### src/logic/voice_dsp_pkg.sv
// Constants shared by the voice gain and tone generator
package voice_dsp_pkg;
   // Register offsets
   localparam logic [7:0] OFF_RX_GAIN = 8'h1d;
   localparam logic [7:0] OFF_DSP_CTRL = 8'h1e;
   localparam logic [7:0] OFF_TX_SPEECH = 8'h20;
   localparam logic [7:0] OFF_TX_TONE = 8'h21;
   localparam logic [7:0] OFF_COEF_LOW = 8'h23;
   localparam logic [7:0] OFF_COEF_HIGH = 8'h24;
   localparam logic [7:0] OFF_WARBLE = 8'h26;
   // Field positions
   localparam int RXG_AUTONULL_BIT = 6;
   localparam int CTL_PGM_LSB = 0;
   localparam int CTL_ALT_RING_BIT = 3;
   localparam int CTL_TONE_TX_BIT = 4;
   localparam int CTL_RUNNING_BIT = 6;
   localparam int CTL_HOLD_BIT = 7;
   // Program select codes
   typedef enum logic [2:0] {
      PGM_INIT = 3'h0,
      PGM_GAIN = 3'h1,
      PGM_DTMF = 3'h2,
      PGM_RING = 3'h3,
      PGM_HANDSFREE = 3'h4
   } program_e;
   // Sequencer states, Gray along held, wait, run
   typedef enum logic [1:0] {
      ST_HELD = 2'h0,
      ST_WAIT = 2'h1,
      ST_RUN = 2'h3
   } dsp_state_e;
   // Reset and init-program defaults
   localparam logic [7:0] RESET_VALUE = 8'h00;
   localparam logic [5:0] INIT_RX_GAIN = 6'h00;
   localparam logic [7:0] INIT_TX_SPEECH = 8'h30;
   localparam logic [7:0] INIT_TX_TONE = 8'h2e;
   // Gain coding: 1.5 dB per code, four codes per 6 dB octave
   localparam logic [5:0] GAIN_UNITY = 6'h30;
   localparam logic [4:0] GAIN_SHIFT_BASE = 5'h1a;
   localparam logic [15:0] GAIN_MANT0 = 16'h4000;
   localparam logic [15:0] GAIN_MANT1 = 16'h4c17;
   localparam logic [15:0] GAIN_MANT2 = 16'h5a67;
   localparam logic [15:0] GAIN_MANT3 = 16'h6b71;
   // Tone amplitudes, high group 2 dB above low group
   localparam logic [12:0] LOW_TONE_AMP = 13'h0c33;
   localparam logic [12:0] HIGH_TONE_AMP = 13'h0f5c;
   localparam logic [15:0] RING_AMP = 16'h1000;
   // Phase of quarter period for cosine
   localparam logic [9:0] QUARTER_PHASE = 10'h100;
   // Samples per warble unit: 8000 / 500
   localparam logic [3:0] WARBLE_SHIFT = 4'h4;
   // Autonull averaging shift
   localparam int NULL_SHIFT = 6;
endpackage : voice_dsp_pkg

### src/logic/voice_gain_tone_generator.sv
// Voice gain, autonull, DTMF and ringer datapath of the telephone DSP
`timescale 1ns/1ns
module voice_gain_tone_generator
   import voice_dsp_pkg::*;
(
   // Clock and reset
   input wire logic clk,
   input wire logic rstn,
   // Register port
   input wire logic regWrEn,
   input wire logic [7:0] regAddr,
   input wire logic [7:0] regWrData,
   output logic [7:0] regRdData,
   // Frame pulse pin
   input wire logic framePulse,
   // Linear PCM in
   input wire logic signed [15:0] rxPcm,
   input wire logic signed [15:0] txPcm,
   // Linear PCM out
   output logic signed [15:0] rxOut,
   output logic signed [15:0] txOut,
   output logic sampleValid,
   // New call tone toggle
   output logic newCallTone
);
   import voice_dsp_pkg::*;

   ////////////////////////////////////////////////////////////////////////
   // Functions
   function automatic logic signed [15:0] applyGain(
      input logic signed [15:0] x, input logic [5:0] code);
      logic [15:0] mant;
      logic signed [32:0] prod;
      logic signed [32:0] sh;
      logic [4:0] amt;
      mant = GAIN_MANT0;
      case (code[1:0])
         2'h1: mant = GAIN_MANT1;
         2'h2: mant = GAIN_MANT2;
         2'h3: mant = GAIN_MANT3;
         default: mant = GAIN_MANT0;
      endcase
      prod = x * $signed({1'b0, mant});
      amt = GAIN_SHIFT_BASE - {1'b0, code[5:2]};
      sh = prod >>> amt;
      if (sh > 33'sh0_7fff) begin
         applyGain = 16'sh7fff;
      end else if (sh < -33'sh0_8000) begin
         applyGain = -16'sh8000;
      end else begin
         applyGain = sh[15:0];
      end
   endfunction : applyGain

   function automatic logic signed [15:0] toneWave(
      input logic [9:0] ph, input logic [12:0] amp);
      logic [16:0] a;
      logic [16:0] pp;
      logic [29:0] m;
      a = {8'h00, ph[8:0]};
      pp = 17'(a * (17'h0_0200 - a));
      m = {13'h0000, pp} * {17'h0_0000, amp};
      if (ph[9]) begin
         toneWave = -$signed({3'h0, m[28:16]});
      end else begin
         toneWave = $signed({3'h0, m[28:16]});
      end
   endfunction : toneWave

   ////////////////////////////////////////////////////////////////////////
   // Frame pulse synchroniser
   logic [2:0] fSync_q;
   logic frameTick;
   always_ff @(posedge clk) begin
      if (!rstn) begin
         fSync_q <= 3'h0;
      end else begin
         fSync_q <= {fSync_q[1:0], framePulse};
      end
   end
   assign frameTick = fSync_q[1] & ~fSync_q[2];

   ////////////////////////////////////////////////////////////////////////
   // Registers
   logic [5:0] rxGain_q;
   logic autoNull_q;
   logic [2:0] pgmSel_q;
   logic altRing_q;
   logic toneToTx_q;
   logic holdReset_q;
   logic [7:0] txSpeech_q;
   logic [7:0] txTone_q;
   logic [7:0] coefLo_q;
   logic [7:0] coefHi_q;
   logic [7:0] warble_q;
   dsp_state_e state_q;
   logic running;
   logic memWrOk;
   assign running = (state_q == ST_RUN);
   assign memWrOk = regWrEn & holdReset_q;

   always_ff @(posedge clk) begin
      if (!rstn) begin
         rxGain_q <= RESET_VALUE[5:0];
         autoNull_q <= 1'b0;
         pgmSel_q <= RESET_VALUE[2:0];
         altRing_q <= 1'b0;
         toneToTx_q <= 1'b0;
         holdReset_q <= 1'b0;
      end else begin
         if (running && frameTick && pgmSel_q == PGM_INIT) begin
            rxGain_q <= INIT_RX_GAIN;
         end
         if (regWrEn && regAddr == OFF_RX_GAIN) begin
            rxGain_q <= regWrData[5:0];
            autoNull_q <= regWrData[RXG_AUTONULL_BIT];
         end
         if (regWrEn && regAddr == OFF_DSP_CTRL) begin
            pgmSel_q <= regWrData[CTL_PGM_LSB +: 3];
            altRing_q <= regWrData[CTL_ALT_RING_BIT];
            toneToTx_q <= regWrData[CTL_TONE_TX_BIT];
            holdReset_q <= regWrData[CTL_HOLD_BIT];
         end
      end
   end

   always_ff @(posedge clk) begin
      if (!rstn) begin
         txSpeech_q <= RESET_VALUE;
         txTone_q <= RESET_VALUE;
         coefLo_q <= RESET_VALUE;
         coefHi_q <= RESET_VALUE;
         warble_q <= RESET_VALUE;
      end else begin
         if (running && frameTick && pgmSel_q == PGM_INIT) begin
            txSpeech_q <= INIT_TX_SPEECH;
            txTone_q <= INIT_TX_TONE;
         end
         if (memWrOk) begin
            case (regAddr)
               OFF_TX_SPEECH: txSpeech_q <= regWrData;
               OFF_TX_TONE: txTone_q <= regWrData;
               OFF_COEF_LOW: coefLo_q <= regWrData;
               OFF_COEF_HIGH: coefHi_q <= regWrData;
               OFF_WARBLE: warble_q <= regWrData;
               default: ;
            endcase
         end
      end
   end

   always_ff @(posedge clk) begin
      if (!rstn) begin
         regRdData <= 8'h00;
      end else begin
         case (regAddr)
            OFF_RX_GAIN: regRdData <= {1'b0, autoNull_q, rxGain_q};
            OFF_DSP_CTRL: regRdData <= {holdReset_q, running, 1'b0,
               toneToTx_q, altRing_q, pgmSel_q};
            OFF_TX_SPEECH: regRdData <= txSpeech_q;
            OFF_TX_TONE: regRdData <= txTone_q;
            OFF_COEF_LOW: regRdData <= coefLo_q;
            OFF_COEF_HIGH: regRdData <= coefHi_q;
            OFF_WARBLE: regRdData <= warble_q;
            default: regRdData <= 8'h00;
         endcase
      end
   end

   ////////////////////////////////////////////////////////////////////////
   // Sequencer
   always_ff @(posedge clk) begin
      if (!rstn) begin
         state_q <= ST_HELD;
      end else if (regWrEn && regAddr == OFF_DSP_CTRL) begin
         state_q <= regWrData[CTL_HOLD_BIT] ? ST_HELD : ST_WAIT;
      end else if (holdReset_q) begin
         state_q <= ST_HELD;
      end else begin
         case (state_q)
            ST_HELD: state_q <= ST_HELD;
            ST_WAIT: if (frameTick) begin
               state_q <= ST_RUN;
            end
            ST_RUN: state_q <= ST_RUN;
            default: state_q <= ST_HELD;
         endcase
      end
   end

   ////////////////////////////////////////////////////////////////////////
   // Tone and ringer generators
   logic [9:0] phaseLo_q;
   logic [9:0] phaseHi_q;
   logic [7:0] ringCnt_q;
   logic [11:0] warbleCnt_q;
   logic ringSel_q;
   logic [7:0] ringCoef;
   logic [11:0] warbleLim;
   logic ringHigh;
   logic dtmfOn;
   logic ringOn;
   assign dtmfOn = running && pgmSel_q == PGM_DTMF;
   assign ringOn = running && pgmSel_q == PGM_RING;
   assign ringCoef = ringSel_q ? coefHi_q : coefLo_q;
   assign warbleLim = 12'({4'h0, warble_q} << WARBLE_SHIFT) - 12'h001;
   assign ringHigh = ringCnt_q < {1'b0, ringCoef[7:1]};

   always_ff @(posedge clk) begin
      if (!rstn) begin
         phaseLo_q <= 10'h000;
         phaseHi_q <= 10'h000;
      end else if (frameTick && dtmfOn) begin
         phaseLo_q <= phaseLo_q + {2'h0, coefLo_q};
         phaseHi_q <= phaseHi_q + {2'h0, coefHi_q};
      end
   end

   always_ff @(posedge clk) begin
      if (!rstn) begin
         ringCnt_q <= 8'h00;
         warbleCnt_q <= 12'h000;
         ringSel_q <= 1'b0;
      end else if (frameTick && ringOn) begin
         if (ringCnt_q + 8'h01 >= ringCoef) begin
            ringCnt_q <= 8'h00;
         end else begin
            ringCnt_q <= ringCnt_q + 8'h01;
         end
         if (warble_q != 8'h00 && warbleCnt_q >= warbleLim) begin
            warbleCnt_q <= 12'h000;
            ringSel_q <= ~ringSel_q;
         end else begin
            warbleCnt_q <= warbleCnt_q + 12'h001;
         end
      end
   end

   ////////////////////////////////////////////////////////////////////////
   // Transmit autonull
   logic signed [23:0] dcEst_q;
   logic signed [24:0] dcDiff;
   logic signed [15:0] dcRound;
   logic signed [15:0] txNulled;
   assign dcDiff = $signed({txPcm[15], txPcm, 8'h00}) -
      $signed({dcEst_q[23], dcEst_q});
   assign dcRound = dcEst_q[23:8] + {15'h0000, dcEst_q[7]};
   assign txNulled = autoNull_q ? 16'(txPcm - dcRound) : txPcm;

   always_ff @(posedge clk) begin
      if (!rstn) begin
         dcEst_q <= 24'h00_0000;
      end else if (frameTick && running && autoNull_q) begin
         dcEst_q <= dcEst_q + 24'(dcDiff >>> NULL_SHIFT);
      end
   end

   ////////////////////////////////////////////////////////////////////////
   // Output datapath
   logic signed [15:0] toneSum;
   logic signed [15:0] ringPcm;
   logic signed [15:0] rxGained;
   logic signed [15:0] txGained;
   logic signed [15:0] toneLo;
   assign toneLo = (coefLo_q == 8'h00) ? 16'sh0000 :
      toneWave(phaseLo_q + QUARTER_PHASE, LOW_TONE_AMP);
   assign toneSum = toneLo +
      toneWave(phaseHi_q + QUARTER_PHASE, HIGH_TONE_AMP);
   assign ringPcm = ringHigh ? $signed(RING_AMP) : -$signed(RING_AMP);
   assign rxGained = applyGain(rxPcm, rxGain_q);
   assign txGained = applyGain(txNulled, txSpeech_q[5:0]);

   always_ff @(posedge clk) begin
      if (!rstn) begin
         rxOut <= 16'sh0000;
         txOut <= 16'sh0000;
      end else if (frameTick) begin
         rxOut <= rxPcm;
         txOut <= txPcm;
         if (running) begin
            case (pgmSel_q)
               PGM_GAIN: begin
                  rxOut <= rxGained;
                  txOut <= txGained;
               end
               PGM_DTMF: begin
                  rxOut <= toneToTx_q ? rxGained :
                     applyGain(toneSum, rxGain_q);
                  txOut <= toneToTx_q ?
                     applyGain(toneSum, txTone_q[5:0]) : txGained;
               end
               PGM_RING: begin
                  rxOut <= altRing_q ? rxGained :
                     applyGain(ringPcm, rxGain_q);
                  txOut <= txGained;
               end
               default: begin
                  rxOut <= rxPcm;
                  txOut <= txPcm;
               end
            endcase
         end
      end
   end

   always_ff @(posedge clk) begin
      if (!rstn) begin
         sampleValid <= 1'b0;
         newCallTone <= 1'b0;
      end else begin
         sampleValid <= frameTick;
         if (!(ringOn && altRing_q)) begin
            newCallTone <= 1'b0;
         end else if (frameTick) begin
            newCallTone <= ringHigh;
         end
      end
   end

   ////////////////////////////////////////////////////////////////////////
   // Checks
   AST_START_ON_FRAME: assert property (@(posedge clk) disable iff (!rstn)
      state_q == ST_WAIT && !frameTick
      |=> state_q != ST_RUN)
      else $error("program started off a frame boundary");
   AST_INIT_DEFAULTS: assert property (@(posedge clk) disable iff (!rstn)
      running && frameTick && pgmSel_q == PGM_INIT && !regWrEn
      |=> rxGain_q == INIT_RX_GAIN && txSpeech_q == INIT_TX_SPEECH
      && txTone_q == INIT_TX_TONE)
      else $error("init program did not load defaults");
   AST_RX_UNITY: assert property (@(posedge clk) disable iff (!rstn)
      running && frameTick && pgmSel_q == PGM_GAIN
      && rxGain_q == GAIN_UNITY |=> rxOut == $past(rxPcm))
      else $error("unity receive gain altered sample");
   AST_TX_UNITY: assert property (@(posedge clk) disable iff (!rstn)
      running && frameTick && !autoNull_q
      && (pgmSel_q == PGM_GAIN || pgmSel_q == PGM_RING)
      && txSpeech_q[5:0] == GAIN_UNITY |=> txOut == $past(txPcm))
      else $error("unity transmit gain altered sample");
   AST_HI_PHASE: assert property (@(posedge clk) disable iff (!rstn)
      frameTick && dtmfOn
      |=> phaseHi_q == $past(phaseHi_q) + {2'h0, $past(coefHi_q)})
      else $error("high group phase step wrong");
   AST_SINGLE_TONE: assert property (@(posedge clk) disable iff (!rstn)
      dtmfOn && coefLo_q == 8'h00
      |-> toneSum <= $signed({3'h0, HIGH_TONE_AMP})
      && toneSum >= -$signed({3'h0, HIGH_TONE_AMP}))
      else $error("low group present with zero coefficient");
   AST_WARBLE: assert property (@(posedge clk) disable iff (!rstn)
      $changed(ringSel_q) |-> $past(warbleCnt_q) >= $past(warbleLim)
      && $past(frameTick))
      else $error("ringer switched before warble period");
   AST_RING_LEVEL: assert property (@(posedge clk) disable iff (!rstn)
      ringOn && frameTick && !altRing_q && rxGain_q == GAIN_UNITY
      |=> rxOut == $signed(RING_AMP) || rxOut == -$signed(RING_AMP))
      else $error("ringer level not mid amplitude");
   AST_ALT_SPEECH: assert property (@(posedge clk) disable iff (!rstn)
      ringOn && frameTick && altRing_q && rxGain_q == GAIN_UNITY
      |=> rxOut == $past(rxPcm))
      else $error("alternate ring disturbed speech");
   AST_HELD_WRITE: assert property (@(posedge clk) disable iff (!rstn)
      regWrEn && !holdReset_q && regAddr == OFF_COEF_HIGH
      |=> $stable(coefHi_q))
      else $error("memory register written while running");
endmodule : voice_gain_tone_generator

### config.mk
export PLATFORM = sky130hd
export DESIGN_NAME = voice_gain_tone_generator
export DESIGN_NICKNAME = d
export VERILOG_FILES = /design/src/logic/voice_dsp_pkg.sv /design/src/logic/voice_gain_tone_generator.sv
export SDC_FILE = /design/constraint.sdc
export NUM_CORES = 2
export LEC_CHECK = 0
export CAP_MARGIN = 20
export CORE_ASPECT_RATIO = 0.9
export CORE_MARGIN = 3
export CORE_UTILIZATION = 55
export DETAILED_ROUTE_END_ITERATION = 7
export DONT_BUFFER_PORTS = 1
export PLACE_DENSITY = 0.68
export SKIP_CTS_REPAIR_TIMING = 1
export SLEW_MARGIN = 20
export SYNTH_ARGS = -nofsm -noshare
export SYNTH_HDL_FRONTEND = slang
export SYNTH_SLANG_ARGS = --single-unit
### constraint.sdc
create_clock -name clk -period 26.5 [get_ports clk]
set_input_delay 1.325 -clock clk [delete_from_list [all_inputs] [get_ports clk]]
set_output_delay 1.325 -clock clk [all_outputs]
set_load 0.02 [all_outputs]
==> out/qor.yml <==
outcome:
  status: "finished clean"
die:
  die_h_um: 340
  io_pins: 94
  initial_utilization_pct: 55.8
  core_area_um2: 122000
  rows: 121
  die_w_um: 377
  dieArea_um2: 128000
synth:
  async_flop_share_pct: 0
  ys_ff_latch: 165
  synth_edf_count: 0
  synth_ff_type: "dfxtp_1"
  synth_area_um2: 68100
  syn_inst: 8145
  yosys_warnings: 0
  ys_types: 114
  ys_seq_area_share_pct: 4.85
  syn_area_per_cell_um2: 8.37
worst_hold_path:
  hold_class: "flop to flop"
global_routing:
  grt_pass1_wl_um: 330000
  grt_antenna_before_repair: 6
  grt_overflow_total: 0
  grt_max_degree: 152
  grt_pass1_vias: 57500
  grt.total_usage_pct: 32.6
cells_and_area:
  fill_cells: 11200
  areaGrowthSynthToFinish_pct: 3.34
  fin_nets: 9954
  drive_gt1_share_pct: 3.85
routing:
  via_per_inst: 6.00
  drtPass1Iterations: 7
  final_antenna_net_count: 0
  drtIter0Drc: 5380
  drc: 0
  routed-via-count: 57400
  wirelength_um: 208000
  wire_per_inst_um: 21.8
sta:
  fin_tns_setup_ns: 0
  skew_ns: 0.0195
  period_needed_ns: 23.57
  setup_viol: 0
  worstMarginPinSlew_ns: 1.16
  fin_ws_ns: 2.93
  clock.fmax_mhz: 42.4
  finalHoldViolations: 0
  rsz0062_at_grt: "no"
  slew_violations: 0
  slew_headroom_pct: 20.6
  period_share_pct: 88.9
clocking:
  cts.path.max_buffers: 2
  cts_root_buffer: "clkbuf_16"
  cts_tree: "built"
  cts.sink_count: 165
  cts_buffers: 17
  clk_latency_ns: 0.48
  clk_pin_slew_ns: 0.08
  htreeDepth: 4
job:
  drv_cap: 0
pwr:
  power.density_nw_per_um2: 45.0
  p_leak_nw: 35.3
  irDropWorstVdd_mv: 0.0862
  finalPower_mw: 3.17
placement:
  pre_cts_slack_ns: 2.81
  gp_congestion: 0.981
  port_buffers: 0
  hpwl_um: 174000
setup_path:
  crit_arrival_ns: 23.97
  worst-setup-path-type: "flop to flop"
  endpoint_kind: "flop"
  crit_required_ns: 26.90
  worst_path_max_delay_cell: "nor3_1"
  worstPathMaxFanout: 19
  max_stage_delay_ns: 0.78
  worst_setup_path_start_kind: "flop"
-- layout make-up --
cell class / instances / area [um2] / area share, %
multi-input cells: 6259 / 58500 / 83.1
diodes: 2 / 5.00 / 0.00711
inverters: 1428 / 5360 / 7.61
flip-flops and latches: 165 / 3300 / 4.69
clock inverters: 14 / 183 / 0.259
repair buffers: 83 / 623 / 0.885
well taps: 1599 / 2000 / 2.84
clock buffers: 18 / 429 / 0.609
-- Yosys cell counts (109+ instances only) --
library cell	instances	area, um2
xnor2_1	203	1780
xor2_1	133	1160
nor2_1	587	2200
inv_1	1418	5320
nor3_1	117	586
clkbuf_1	258	968
nand3_1	109	546
and2_1	239	1500
fa_1	945	18900
nand2b_1	115	719
a21oi_1	367	1840
mux2i_1	146	1460
dfxtp_1	165	3300
a21o_1	129	968
nor2b_1	187	1170
nand2_1	525	1970
o21ai_0	284	1420
ha_1	1003	12500
-- layout by cell type (no fill, tap or decap), types with 76 or more instances in the layout --
master    Yosys  final
buf_4         2     83
nor2_1      587    586
nand2_1     525    525
a21o_1      129    129
dfxtp_1     165    164
fa_1        945    945
nand3_1     109    109
and2_1      239    239
xnor2_1     203    197
a21oi_1     367    367
a211oi_1     76     76
xor2_1      133    130
nor2b_1     187    186
ha_1       1003   1000
nor3_1      117    115
nand2b_1    115    115
inv_1      1418   1418
o211ai_1     88     88
mux2i_1     146    145
o21ai_0     284    282
-- stage by stage --
stage               utilization [%]  instances  area, um2  hold slack [ns]
finish                         57.7       9568      70400            0.495
global route                   57.7       9566      70400            0.505
CTS                            57.7       9566      70400            0.488
detailed placement             57.2       9534      69800            0.477
global placement               57.2       9534      69800            0.468
floorplan                         -       8162      68200            0.412
-- kinds of logic after synthesis --
group	synth area share, %
other	0.0110
XOR/XNOR	4.34
AND/OR/NAND/NOR	15.5
adder cells (fa/ha/maj)	46.2
buffers and inverters	9.62
multiplexers	3.37
flip-flops	4.85
AO/OA/AOI/OAI	16.1
-- power breakdown --
group	switching [mW]	internal [mW]	total (mW)
sequential	0.00702	0.250	0.257
clock	0.130	0.144	0.274
combinational	1.68	0.963	2.64
total	1.81	1.36	3.17
-- layer usage --
metal	share of wire, %	global-route usage, %
met1	44	45.3
met4	3.7	10.4
met2	45	51.3
met5	0.019	0
met3	8.1	5.85
-- path summary, 6_finish.rpt --
check | start | to | slack (ns) | depth (start not counted)
worst max-delay path | phaseHi_q[0] | rxOut[3] | 2.93 | 84
worst min-delay path | txTone_q[7] | txTone_q[7] | 0.50 | 2
worst max register to register | phaseHi_q[0] | rxOut[3] | 2.93 | 84
worst min register to register | txTone_q[7] | txTone_q[7] | 0.50 | 2
-- critical path: cells and delay by family, from the launching register on --
kind | cells | cell delay (ns)
AO/OA/AOI/OAI | 25 | 5.85
XOR/XNOR | 2 | 0.76
adder cells (fa/ha/maj) | 22 | 9.74
buffers and inverters | 17 | 2.23
flip-flops | 1 | 0.30
AND/OR/NAND/NOR | 18 | 4.54
-- registers in the layout, summed over array words and instances, names as in the netlist, 10 cells and up --
signal and flops:
rxOut 16, txOut 16, dcEst_q 24, warbleCnt_q 12, phaseLo_q 10, phaseHi_q 10
Note: power is estimated with default switching activity, not from simulation.
